`src/core/aspm_regs.vh`:
```
// Constants for the asynchronous serial port engine: modes, timing slices and frame lengths.
`ifndef ASPM_REGS_VH
`define ASPM_REGS_VH

// Mode codes formed as {mode_select_high, mode_select_low}.
`define ASPM_MODE_SYNC      2'h0
`define ASPM_MODE_TIMER10   2'h1
`define ASPM_MODE_OSC11     2'h2
`define ASPM_MODE_TIMER11   2'h3

// Sixteen-slice bit timing.
`define ASPM_SLICE_ZERO     4'h0
`define ASPM_SLICE_LAST     4'hF
`define ASPM_SAMPLE_FIRST   4'h7
`define ASPM_SAMPLE_SECOND  4'h8
`define ASPM_SAMPLE_THIRD   4'h9

// Oscillator prescale to the 16x tick: 2 clocks (/32) or 4 clocks (/64).
`define ASPM_OSC_LAST_FAST  2'h1
`define ASPM_OSC_LAST_SLOW  2'h3

// Frame lengths in bits and index of the receive stop bit.
`define ASPM_FRAME_10       4'hA
`define ASPM_FRAME_11       4'hB
`define ASPM_STOP_IDX_10    4'h9
`define ASPM_STOP_IDX_11    4'hA

// Synchronous mode shift clock phases for /4 and /12 periods.
`define ASPM_M0_FALL_FAST   4'h1
`define ASPM_M0_RISE_FAST   4'h3
`define ASPM_M0_LAST_FAST   4'h3
`define ASPM_M0_FALL_SLOW   4'h3
`define ASPM_M0_RISE_SLOW   4'h9
`define ASPM_M0_LAST_SLOW   4'hB
`define ASPM_M0_BIT_LAST    3'h7

`endif

```
`src/core/aspm_core.v`:
```
// Serial port engine: asynchronous modes 1 to 3 and the synchronous mode 0 shifter.
`include "aspm_regs.vh"

module aspm_core (
	// Clock and reset.
	input  wire       clock,
	input  wire       rst_b,
	// Serial buffer access from the processor.
	input  wire       serial_buffer_wr,
	input  wire [7:0] serial_buffer_wdata,
	output reg  [7:0] serial_buffer,
	// Serial control bits.
	input  wire       mode_select_low,
	input  wire       mode_select_high,
	input  wire       multiproc_select_bit,
	input  wire       rx_enable,
	input  wire       tx_ninth_bit_ctrl,
	input  wire       tx_done_clr,
	input  wire       rx_done_clr,
	output reg        tx_done_flag,
	output reg        rx_done_flag,
	output reg        rx_ninth_bit_flag,
	// Power control and timer.
	input  wire       rate_double_bit,
	input  wire       timer1_overflow,
	// Serial pins; the receive pin is two-way in mode 0.
	input  wire       rxd_in,
	output wire       rxd_out,
	output wire       rxd_oe,
	output wire       txd_pin
);

	// Decoded mode and mode classes.
	wire [1:0] mode        = {mode_select_high, mode_select_low};
	wire       mode_sync   = (mode == `ASPM_MODE_SYNC);
	wire       mode_ten    = (mode == `ASPM_MODE_TIMER10);
	wire       mode_timer  = (mode == `ASPM_MODE_TIMER10) || (mode == `ASPM_MODE_TIMER11);

	// Receive pin synchroniser; only the second stage feeds logic.
	reg        rxd_meta;
	reg        rxd_sync;

	// Rate generation state.
	reg  [1:0] osc_cnt;     // Oscillator prescaler count.
	reg        tmr_half;    // Alternating phase of timer overflows.
	wire [1:0] osc_last;    // Last prescaler count for the chosen rate.
	wire       tick16;      // One-cycle pulse at sixteen times the bit rate.

	// Transmit state.
	reg  [3:0] tx_slice;    // Free running divide-by-16 counter.
	reg        tx_pend;     // Frame loaded and not yet fully sent.
	reg [10:0] tx_shift;    // Outgoing bits, next bit in bit 0.
	reg  [3:0] tx_left;     // Bits still to drive.
	reg        tx_line;     // Asynchronous transmit level.
	wire       tx_roll;     // Rollover of the divide-by-16 counter.
	reg        tx_finish;   // Stop bit driven this cycle.

	// Receive state.
	reg        rx_busy;     // Frame in progress.
	reg        rx_last;     // Pin level at the previous 16x tick.
	reg  [3:0] rx_slice;    // Receive divide-by-16 counter.
	reg  [3:0] rx_bit;      // Index of the bit being sampled.
	reg        rx_s0;       // Sample at the 8th slice.
	reg        rx_s1;       // Sample at the 9th slice.
	reg  [8:0] rx_shift;    // Data bits and ninth bit, shifted in from the top.
	reg        rx_accept;   // Frame accepted this cycle.
	wire       rx_vote;     // Majority of the three samples.
	wire [3:0] rx_stop_idx; // Index of the stop bit for this mode.

	// Synchronous mode state.
	reg        m0_active;   // Shifter running.
	reg        m0_rx;       // Shifter is receiving rather than sending.
	reg  [3:0] m0_phase;    // Clock count within one bit.
	reg  [2:0] m0_bits;     // Bits completed.
	reg  [7:0] m0_shift;    // Shift register, bit 0 on the pin.
	reg        m0_tx_done;  // Eighth bit sent this cycle.
	reg        m0_rx_done;  // Eighth bit received this cycle.
	wire [3:0] m0_fall;     // Phase at which the shift clock falls.
	wire [3:0] m0_rise;     // Phase at which the shift clock rises.
	wire [3:0] m0_last;     // Last phase of the bit.
	wire       m0_clk;      // Shift clock level.

	// Two flip-flops bring the receive pin into the clock domain.
	always @(posedge clock or negedge rst_b) begin
		if (!rst_b) begin
			rxd_meta <= 1'b1;
			rxd_sync <= 1'b1;
		end else begin
			rxd_meta <= rxd_in;
			rxd_sync <= rxd_meta;
		end
	end

	// The oscillator prescaler gives a 16x tick every 2 or 4 clocks.
	assign osc_last = rate_double_bit ? `ASPM_OSC_LAST_FAST : `ASPM_OSC_LAST_SLOW;

	// Prescaler and timer overflow halving run continuously.
	always @(posedge clock or negedge rst_b) begin
		if (!rst_b) begin
			osc_cnt  <= 2'h0;
			tmr_half <= 1'b0;
		end else begin
			if (osc_cnt >= osc_last) begin
				osc_cnt <= 2'h0;
			end else begin
				osc_cnt <= osc_cnt + 2'h1;
			end
			if (timer1_overflow) begin
				tmr_half <= ~tmr_half;
			end
		end
	end

	// Timer modes use every overflow when doubled, else every second one.
	assign tick16 = mode_timer ? (timer1_overflow & (rate_double_bit | tmr_half))
	                           : ((mode == `ASPM_MODE_OSC11) & (osc_cnt == osc_last));

	// The transmit slice counter runs freely so frames align to its rollover.
	assign tx_roll = tick16 & (tx_slice == `ASPM_SLICE_LAST);

	// Asynchronous transmitter: a write loads the frame, rollovers drive each bit.
	always @(posedge clock or negedge rst_b) begin
		if (!rst_b) begin
			tx_slice  <= `ASPM_SLICE_ZERO;
			tx_pend   <= 1'b0;
			tx_shift  <= 11'h7FF;
			tx_left   <= 4'h0;
			tx_line   <= 1'b1;
			tx_finish <= 1'b0;
		end else begin
			tx_finish <= 1'b0;
			if (tick16) begin
				tx_slice <= tx_slice + 4'h1;
			end
			if (serial_buffer_wr && !mode_sync) begin
				// Start, data LSB first, then ninth bit or stop, idle level above.
				tx_pend <= 1'b1;
				if (mode_ten) begin
					tx_shift <= {2'h3, serial_buffer_wdata, 1'b0};
					tx_left  <= `ASPM_FRAME_10;
				end else begin
					tx_shift <= {1'b1, tx_ninth_bit_ctrl, serial_buffer_wdata, 1'b0};
					tx_left  <= `ASPM_FRAME_11;
				end
			end else if (tx_pend && tx_roll) begin
				// Each rollover puts the next bit on the pin.
				tx_line  <= tx_shift[0];
				tx_shift <= {1'b1, tx_shift[10:1]};
				tx_left  <= tx_left - 4'h1;
				if (tx_left == 4'h1) begin
					// The stop bit goes out now, so the frame is done.
					tx_pend   <= 1'b0;
					tx_finish <= 1'b1;
				end
			end
		end
	end

	// Majority of the two stored samples and the live third sample.
	assign rx_vote     = (rx_s0 & rx_s1) | (rx_s0 & rxd_sync) | (rx_s1 & rxd_sync);
	assign rx_stop_idx = mode_ten ? `ASPM_STOP_IDX_10 : `ASPM_STOP_IDX_11;

	// Asynchronous receiver: edge hunt, slice count, voting and frame acceptance.
	always @(posedge clock or negedge rst_b) begin
		if (!rst_b) begin
			rx_busy           <= 1'b0;
			rx_last           <= 1'b1;
			rx_slice          <= `ASPM_SLICE_ZERO;
			rx_bit            <= 4'h0;
			rx_s0             <= 1'b1;
			rx_s1             <= 1'b1;
			rx_shift          <= 9'h000;
			rx_accept         <= 1'b0;
			rx_ninth_bit_flag <= 1'b0;
		end else begin
			rx_accept <= 1'b0;
			if (tick16) begin
				rx_last <= rxd_sync;
			end
			if (!rx_busy) begin
				// Watch for a high-to-low step between 16x ticks.
				if (tick16 && rx_enable && !mode_sync && rx_last && !rxd_sync) begin
					rx_busy  <= 1'b1;
					rx_slice <= `ASPM_SLICE_ZERO;
					rx_bit   <= 4'h0;
				end
			end else if (mode_sync) begin
				// A switch to synchronous mode drops the frame.
				rx_busy <= 1'b0;
			end else if (tick16) begin
				rx_slice <= rx_slice + 4'h1;
				if (rx_slice == `ASPM_SAMPLE_FIRST) begin
					rx_s0 <= rxd_sync;
				end
				if (rx_slice == `ASPM_SAMPLE_SECOND) begin
					rx_s1 <= rxd_sync;
				end
				if (rx_slice == `ASPM_SAMPLE_THIRD) begin
					if (rx_bit == 4'h0 && rx_vote) begin
						// A high start bit was only noise.
						rx_busy <= 1'b0;
					end else if (rx_bit == rx_stop_idx) begin
						// Mid stop bit: decide acceptance and resume hunting.
						rx_busy <= 1'b0;
						if (!rx_done_flag && (!multiproc_select_bit || rx_vote)) begin
							rx_accept <= 1'b1;
							if (mode_ten) begin
								rx_ninth_bit_flag <= rx_vote;
							end else begin
								rx_ninth_bit_flag <= rx_shift[8];
							end
						end
					end else begin
						if (rx_bit != 4'h0) begin
							rx_shift <= {rx_vote, rx_shift[8:1]};
						end
						rx_bit <= rx_bit + 4'h1;
					end
				end
			end
		end
	end

	// Synchronous shift clock phases follow the multiprocessor bit.
	assign m0_fall = multiproc_select_bit ? `ASPM_M0_FALL_FAST : `ASPM_M0_FALL_SLOW;
	assign m0_rise = multiproc_select_bit ? `ASPM_M0_RISE_FAST : `ASPM_M0_RISE_SLOW;
	assign m0_last = multiproc_select_bit ? `ASPM_M0_LAST_FAST : `ASPM_M0_LAST_SLOW;
	assign m0_clk  = !(m0_active && (m0_phase >= m0_fall) && (m0_phase < m0_rise));

	// Synchronous shifter: a write sends eight bits, else enabled reception runs.
	always @(posedge clock or negedge rst_b) begin
		if (!rst_b) begin
			m0_active  <= 1'b0;
			m0_rx      <= 1'b0;
			m0_phase   <= 4'h0;
			m0_bits    <= 3'h0;
			m0_shift   <= 8'hFF;
			m0_tx_done <= 1'b0;
			m0_rx_done <= 1'b0;
		end else begin
			m0_tx_done <= 1'b0;
			m0_rx_done <= 1'b0;
			if (!mode_sync) begin
				m0_active <= 1'b0;
			end else if (!m0_active) begin
				m0_phase <= 4'h0;
				m0_bits  <= 3'h0;
				if (serial_buffer_wr) begin
					m0_active <= 1'b1;
					m0_rx     <= 1'b0;
					m0_shift  <= serial_buffer_wdata;
				end else if (rx_enable && !rx_done_flag && !m0_rx_done) begin
					// The done pulse still stands for the flag about to rise, so no restart.
					m0_active <= 1'b1;
					m0_rx     <= 1'b1;
				end
			end else begin
				// Receive latches the pin as the shift clock rises.
				if (m0_rx && m0_phase == m0_rise) begin
					m0_shift <= {rxd_sync, m0_shift[7:1]};
				end
				if (m0_phase >= m0_last) begin
					m0_phase <= 4'h0;
					m0_bits  <= m0_bits + 3'h1;
					if (!m0_rx) begin
						m0_shift <= {1'b1, m0_shift[7:1]};
					end
					if (m0_bits == `ASPM_M0_BIT_LAST) begin
						m0_active  <= 1'b0;
						m0_tx_done <= !m0_rx;
						m0_rx_done <= m0_rx;
					end
				end else begin
					m0_phase <= m0_phase + 4'h1;
				end
			end
		end
	end

	// Flags: a hardware set in the same cycle as a clear wins.
	always @(posedge clock or negedge rst_b) begin
		if (!rst_b) begin
			tx_done_flag  <= 1'b0;
			rx_done_flag  <= 1'b0;
			serial_buffer <= 8'h00;
		end else begin
			tx_done_flag <= tx_finish | m0_tx_done | (tx_done_flag & ~tx_done_clr);
			rx_done_flag <= rx_accept | m0_rx_done | (rx_done_flag & ~rx_done_clr);
			if (m0_rx_done) begin
				serial_buffer <= m0_shift;
			end else if (rx_accept) begin
				// Reads see only this receive register, never the transmit data.
				serial_buffer <= mode_ten ? rx_shift[8:1] : rx_shift[7:0];
			end
		end
	end

	// Pins: mode 0 drives data on the receive pin and the shift clock on transmit.
	assign rxd_out = m0_shift[0];
	assign rxd_oe  = mode_sync & m0_active & ~m0_rx;
	assign txd_pin = mode_sync ? m0_clk : tx_line;

endmodule // aspm_core

```
`config.mk`:
```
export PLATFORM = sky130hd
export DESIGN_NAME = aspm_core
export DESIGN_NICKNAME = d
export VERILOG_FILES = /design/src/core/aspm_core.v
export VERILOG_INCLUDE_DIRS = /design/src /design/src/core
export SDC_FILE = /design/constraint.sdc
export NUM_CORES = 1
export LEC_CHECK = 0
export BUFFER_PORTS_ARGS = -buffer_cell sky130_fd_sc_hd__buf_4
export CORE_MARGIN = 3
export CORE_UTILIZATION = 30
export CTS_BUF_LIST = sky130_fd_sc_hd__clkbuf_4 sky130_fd_sc_hd__clkbuf_8
export DETAILED_ROUTE_END_ITERATION = 12
export GPL_TIMING_DRIVEN = 0
export PLACE_DENSITY_LB_ADDON = 0.08
export SYNTH_ARGS = -nofsm -noshare
export SYNTH_HDL_FRONTEND = slang
export SYNTH_SLANG_ARGS = --single-unit
```
`constraint.sdc`:
```
create_clock -name clock -period 2.53 [get_ports clock]
set_clock_uncertainty 0.15 [all_clocks]
set_input_delay 0.1265 -clock clock [delete_from_list [all_inputs] [get_ports clock]]
set_output_delay 0.1265 -clock clock [all_outputs]
set_load 0.01 [all_outputs]
```
After elaboration in Yosys (flattened, before gate mapping)
Cells that the tools add are included.
W data, S select, Z words.
{ "word_totals": {"regBits": 79, "in_bits": 21, "word_cells": 199} }
{ "classes": {"add_sub_neg": 7, "magnitude_cmp": 4, "n_eq_ne": 18, "mux": 73, "n_bitwise": 26, "n_reduce_logical": 42} }
{ "ops": {"columns": ["op", "count"], "rows": [
  ["$mux W4", 16],
  ["$mux W8", 8],
  ["$mux W1", 40],
  ["$mux W11", 2],
  ["$add A4 B1 Y4 const B", 4],
  ["$reduce_and A7 Y1", 2],
  ["$logic_and A1 B1 Y1", 13],
  ["$eq A4 B4 Y1 const B", 3],
  ["$reduce_bool A2 Y1", 6],
  ["$and A1 B1 Y1", 10],
  ["$mux W10", 1],
  ["$not A1 Y1", 9],
  ["$eq A4 B4 Y1", 2],
  ["$mux W2", 4],
  ["$ne A2 B2 Y1 const B", 4],
  ["$reduce_and A2 Y1", 4],
  ["$reduce_and A4 Y1", 2],
  ["$logic_not A1 Y1", 7],
  ["$or A1 B1 Y1", 7],
  ["$mux W3", 2],
  ["$reduce_and A3 Y1", 2],
  ["$reduce_and A6 Y1", 1],
  ["$eq A2 B2 Y1 const B", 2],
  ["$eq A4 B1 Y1 const B", 1],
  ["16 further kinds", 18]
]} }

Longest topological paths before layout
{ "logic_depth": {"word_depth": 12, "ltp_mapped": 8, "depth_no_buf": 7} }

Worst setup path before layout
No wires, ideal clock.
{ "synth_timing": {"kind": "register to register", "start": "reg osc_cnt[1]", "end": "reg rx_shift[0]", "setup_time_ps": 125, "arrival_ps": 1929, "path_slack_ps": 327, "stages_incl_launch_ff": 7, "path_buffers": 0, "period_less_slack_ps": 2203, "cell_sequence": "dfrtp_1 ha_1 nand4b_1 nand2_2 nand2_1 nor4_4 mux2_2"} }
{ "synth_via": {"elab_chain_cells": 4} }
{ "synth_lines": {"columns": ["element", "line_no", "rtl"], "rows": [
  ["start: declaration", "aspm_core.v:44", "reg [1:0] osc_cnt;"],
  ["start signal: assignment", "aspm_core.v:106", "osc_cnt <= osc_cnt + 2'h1;"],
  ["$eq A2 B2 Y1", "aspm_core.v:116", ": ((mode == `ASPM_MODE_OSC11) & (osc_cnt == osc_last));"],
  ["$and A1 B1 Y1", "aspm_core.v:116", null],
  ["$mux W1", "aspm_core.v:115", "assign tick16 = mode_timer ? (timer1_overflow & (rate_double_bit | tmr_half))"],
  ["$reduce_and A7 Y1 (no source line)", null, null],
  ["end signal: assignment", "aspm_core.v:215", "rx_shift <= {rx_vote, rx_shift[8:1]};"],
  ["end: declaration", "aspm_core.v:65", "reg [8:0] rx_shift;"]
]} }
No other way between the ends.
A chain may end at the register's enable or synchronous reset.

Final worst setup path
{ "layout_timing": {"start": "in multiproc_select_bit", "end": "out txd_pin"} }
{ "layout_via": {"elab_chain_cells": 6} }
{ "layout_lines": {"columns": ["element", "line_no", "rtl"], "rows": [
  ["start: declaration", "aspm_core.v:15", "input wire multiproc_select_bit,"],
  ["$mux W2 (no source line)", null, null],
  ["$ge A4 B2 Y1", "aspm_core.v:228", "assign m0_clk = !(m0_active && (m0_phase >= m0_fall) && (m0_phase < m0_rise));"],
  ["$logic_and A1 B1 Y1", "aspm_core.v:228", null],
  ["$logic_and A1 B1 Y1 *", "aspm_core.v:228", null],
  ["$logic_not A1 Y1 *", "aspm_core.v:228", null],
  ["$mux W1 *", "aspm_core.v:301", "assign txd_pin = mode_sync ? m0_clk : tx_line;"],
  ["end: declaration", "aspm_core.v:30", "output wire txd_pin"]
]} }
Every way passes the cells marked *; elsewhere a longest branch is shown, timed or not.

==> impl_metrics.env <==
export IMPL_synth_edff_count=0
export IMPL_fillers=1252
export IMPL_drt_initial_drc_count=130
export IMPL_fin_tns_setup_ps=0
export IMPL_min_period_over_period_pct=95.2
export IMPL_layout_drive_gt1_share_pct=24.1
export IMPL_avgViaCountPerCell=4.70
export IMPL_required_ps=2250
export IMPL_syn_num_nets=403
export IMPL_clkTransAtPathRegs_ps=80
export IMPL_ir_drop_mv=0.376
export IMPL_ys_seq_area_share_pct=51.7
export IMPL_async_flop_share_pct=100
export IMPL_routabilityCongestion=0.784
export IMPL_power_total_w=0.00314
export IMPL_synth_cells=367
export IMPL_hold_start="mode_select_high"
export IMPL_yosys_warnings=0
export IMPL_drc=0
export IMPL_critical_path_endpoint_type="output port"
export IMPL_grt_max_degree=79
export IMPL_antenna_found_initial=0
export IMPL_min_path_type="in -> reg"
export IMPL_grt_overflow_total=0
export IMPL_htreeDepth=3
export IMPL_rsz0062_at_grt="no"
export IMPL_post_drt_wl_per_cell_um=14.7
export IMPL_status="complete, no violations"
export IMPL_dieArea_sq_um=14200
export IMPL_dp_cells=569
export IMPL_holdPathStages=4
export IMPL_drtPass1Iterations=4
export IMPL_crit_path_start_kind="input pin"
export IMPL_routed_wl_um=8900
export IMPL_hold_violations=0
export IMPL_path_class="in -> out"
export IMPL_diodes=0
export IMPL_yosysTopAreaCell="dfrtp_1"
export IMPL_r2r_cells=8
export IMPL_reg2reg_from="osc_cnt[1]"
export IMPL_tightest_slew_ps=1020
export IMPL_row_count=40
export IMPL_ys_types=45
export IMPL_crit_arrival_ps=2130
export IMPL_p_sw_share_pct=27.0
export IMPL_syn2layout_area_growth_pct=23.8
export IMPL_timing_slew_headroom_pct=32.1
export IMPL_grt_pass1_vias=2770
export IMPL_power_density_nw_per_um2=663
export IMPL_synth_area_sq_um=3830
export IMPL_ios=35
export IMPL_placement_io_buffers=34
export IMPL_power_frac_seq_pct=50.4
export IMPL_drtAntennaViolNets=0
export IMPL_die_width_um=119
export IMPL_cp_max_fo=4
export IMPL_synth_top_cell_area_share_pct=35.3
export IMPL_ys_ff_latch=78
export IMPL_p_int_w=0.00229
export IMPL_comb_power_share_pct=14.6
export IMPL_synth_area_top_cells="dfrtp_1, dfstp_2, mux2i_1, ha_1, o21ai_0"
export IMPL_fmax_mhz=415
export IMPL_synth_flop_cell="dfrtp_1"
export IMPL_fin_cells=604
export IMPL_grt_pass1_wl_um=14800
export IMPL_ctsRootBufferMaster="clkbuf_8"
export IMPL_cts_made_buffers=9
export IMPL_nets=467
export IMPL_dr_total_vias=2840
export IMPL_critPathLaunch="multiproc_select_bit"
export IMPL_cts_path_max_buffers=2
export IMPL_clk_latency_ps=360
export IMPL_coreArea_sq_um=12300
export IMPL_max_cap_viol_count=0
export IMPL_track_usage_pct=13.3
export IMPL_maxSlewViolCount=0
export IMPL_cts_tree="yes"
export IMPL_syn_avg_cell_area_sq_um=10.4
export IMPL_netSwitchingPower_w=0.000849
export IMPL_p_leak_nw=2.00
export IMPL_dp_hpwl_um=6220
export IMPL_clkSinkCount=78
export IMPL_setup_violations=0
export IMPL_fin_util_pct=38.7
export IMPL_clockPowerShare_pct=35.1
export IMPL_initial_core_util_pct=31.3
export IMPL_finalCriticalPeriod_ps=2410
export IMPL_dieHeight_um=119
[layout make-up]
cell class	count	area (sq um)	share of cell area, %
sequential	78	1980	41.8
multi-input combinational	260	1770	37.2
clock inverter	3	66.3	1.40
inverter	16	60.1	1.27
tap	168	210	4.43
timing repair buffer	53	440	9.29
clock buffer	13	166	3.51
buffer	13	51.3	1.08
[worst paths after layout]
path / end / slack (ps)
worst min register to register: rxd_sync / 210
worst max-delay path: txd_pin / 120
min in group asynchronous: osc_cnt[1] / 300
worst min-delay path: m0_phase[1] / 70
worst max register to register: rx_shift[6] / 180
max in group asynchronous: m0_phase[1] / 1210
[logic make-up (layout without fill, tap and decap cells)]
family	Yosys count	after routing	share of synthesized area [%]
AO/OA/AOI/OAI	78	78	11.9
XOR/XNOR	9	9	2.06
adder cells (fa/ha/maj)	16	16	5.16
buffers and inverters	29	98	2.87
AND/OR/NAND/NOR	115	115	14.8
multiplexers	42	42	11.5
flip-flops	78	78	51.7
[power by group through the flow]
stage	combinational, W	clock, W	sequential [W]
4_1_cts	0.000457	0.00114	0.00158
5_1_grt	0.000528	0.00120	0.00161
3_3_place_gp	0.000414	0	0.00160
6_report	0.000459	0.00110	0.00158
2_1_floorplan	0.000289	0	0.00157
3_5_place_dp	0.000429	0	0.00161
[routing by layer]
metal | up-vias | share of wire (%) | GRT usage (%) | wire length (um)
li1 | 1413 | - | - | -
met1 | 1393 | 51 | 19.0 | 4540
met2 | 26 | 45 | 19.3 | 3970
met3 | 8 | 2.9 | 3.94 | 258
met4 | 0 | 1.5 | 4.34 | 132
met5 | - | 0 | 0 | 0
[stage by stage]
| stage | setup WS, ps | instance area [sq um] | hold slack, ps |
|---|---|---|---|
| 2_1_floorplan | 327 | 3830 | -319 |
| 3_3_place_gp | -168 | 4300 | 86.3 |
| 3_5_place_dp | -128 | 4300 | 87.7 |
| 4_1_cts | -32.4 | 4710 | 63.5 |
| 5_1_grt | 6.66 | 4740 | 88.6 |
| 6_report | 121 | 4740 | 67.6 |
[flip-flops by register name, summed over array words and instances, names as in the netlist, 2 cells and up]
| register | cells |
|---|---|
| tx_slice | 4 |
| rx_slice | 4 |
| serial_buffer | 8 |
| tx_left | 4 |
| m0_shift | 8 |
| m0_bits | 3 |
| rx_shift | 9 |
| m0_phase | 4 |
| tx_shift | 10 |
| osc_cnt | 2 |
| rx_bit | 4 |
[worst max-delay path: stages]
cell	delay (ps)
dlygate4sd3_1	530
buf_4	130
inv_1	40
ha_1	290
and2_1	180
o31a_1	240
nor4b_2	260
o21ai_0	150
buf_4	180
[Yosys cell counts, types with 2 or more instances]
| library cell | n |
|---|---|
| dfrtp_1 | 54 |
| nand2_1 | 45 |
| o21ai_0 | 37 |
| nor2_1 | 28 |
| mux2i_1 | 26 |
| dfstp_2 | 24 |
| a21oi_1 | 21 |
| inv_1 | 16 |
| mux2_2 | 16 |
| ha_1 | 15 |
| clkbuf_1 | 11 |
| a22o_1 | 6 |
| nand3_1 | 6 |
| nand4_1 | 6 |
| xor2_1 | 6 |
| nor3_1 | 5 |
| nand2b_1 | 4 |
| nand4b_1 | 3 |
| nor3b_1 | 3 |
| o211ai_1 | 3 |
| o31ai_1 | 3 |
| xnor2_1 | 3 |
| a31o_2 | 2 |
| and3_1 | 2 |
| nor2b_1 | 2 |
[timing repair]
action	in CTS	in global routing
buffers inserted	1	1
pin swaps	1	1
hold endpoints to repair	81	0
gates resized for setup	0	8
hold buffers	17	0
setup endpoints to repair	17	24
[cell usage in the layout (no fill, tap or decap), drive strengths merged, types with 2 or more instances in the layout]
cell | Yosys | routed
a21oi | 22 | 22
a22o | 6 | 6
a31o | 2 | 2
and2 | 2 | 2
and3 | 2 | 2
buf | 2 | 38
bufinv | 0 | 2
clkbuf | 11 | 24
dfrtp | 54 | 54
dfstp | 24 | 24
dlygate4sd3 | 0 | 17
ha | 15 | 15
inv | 16 | 17
mux2 | 16 | 16
mux2i | 26 | 26
nand2 | 46 | 46
nand2b | 4 | 4
nand3 | 6 | 6
nand4 | 6 | 6
nand4b | 3 | 3
nor2 | 28 | 28
nor2b | 2 | 2
nor3 | 5 | 5
nor3b | 4 | 4
o211ai | 3 | 3
o21ai | 37 | 37
o31ai | 3 | 3
xnor2 | 3 | 3
xor2 | 6 | 6
Power figures use the tool's default switching activity.
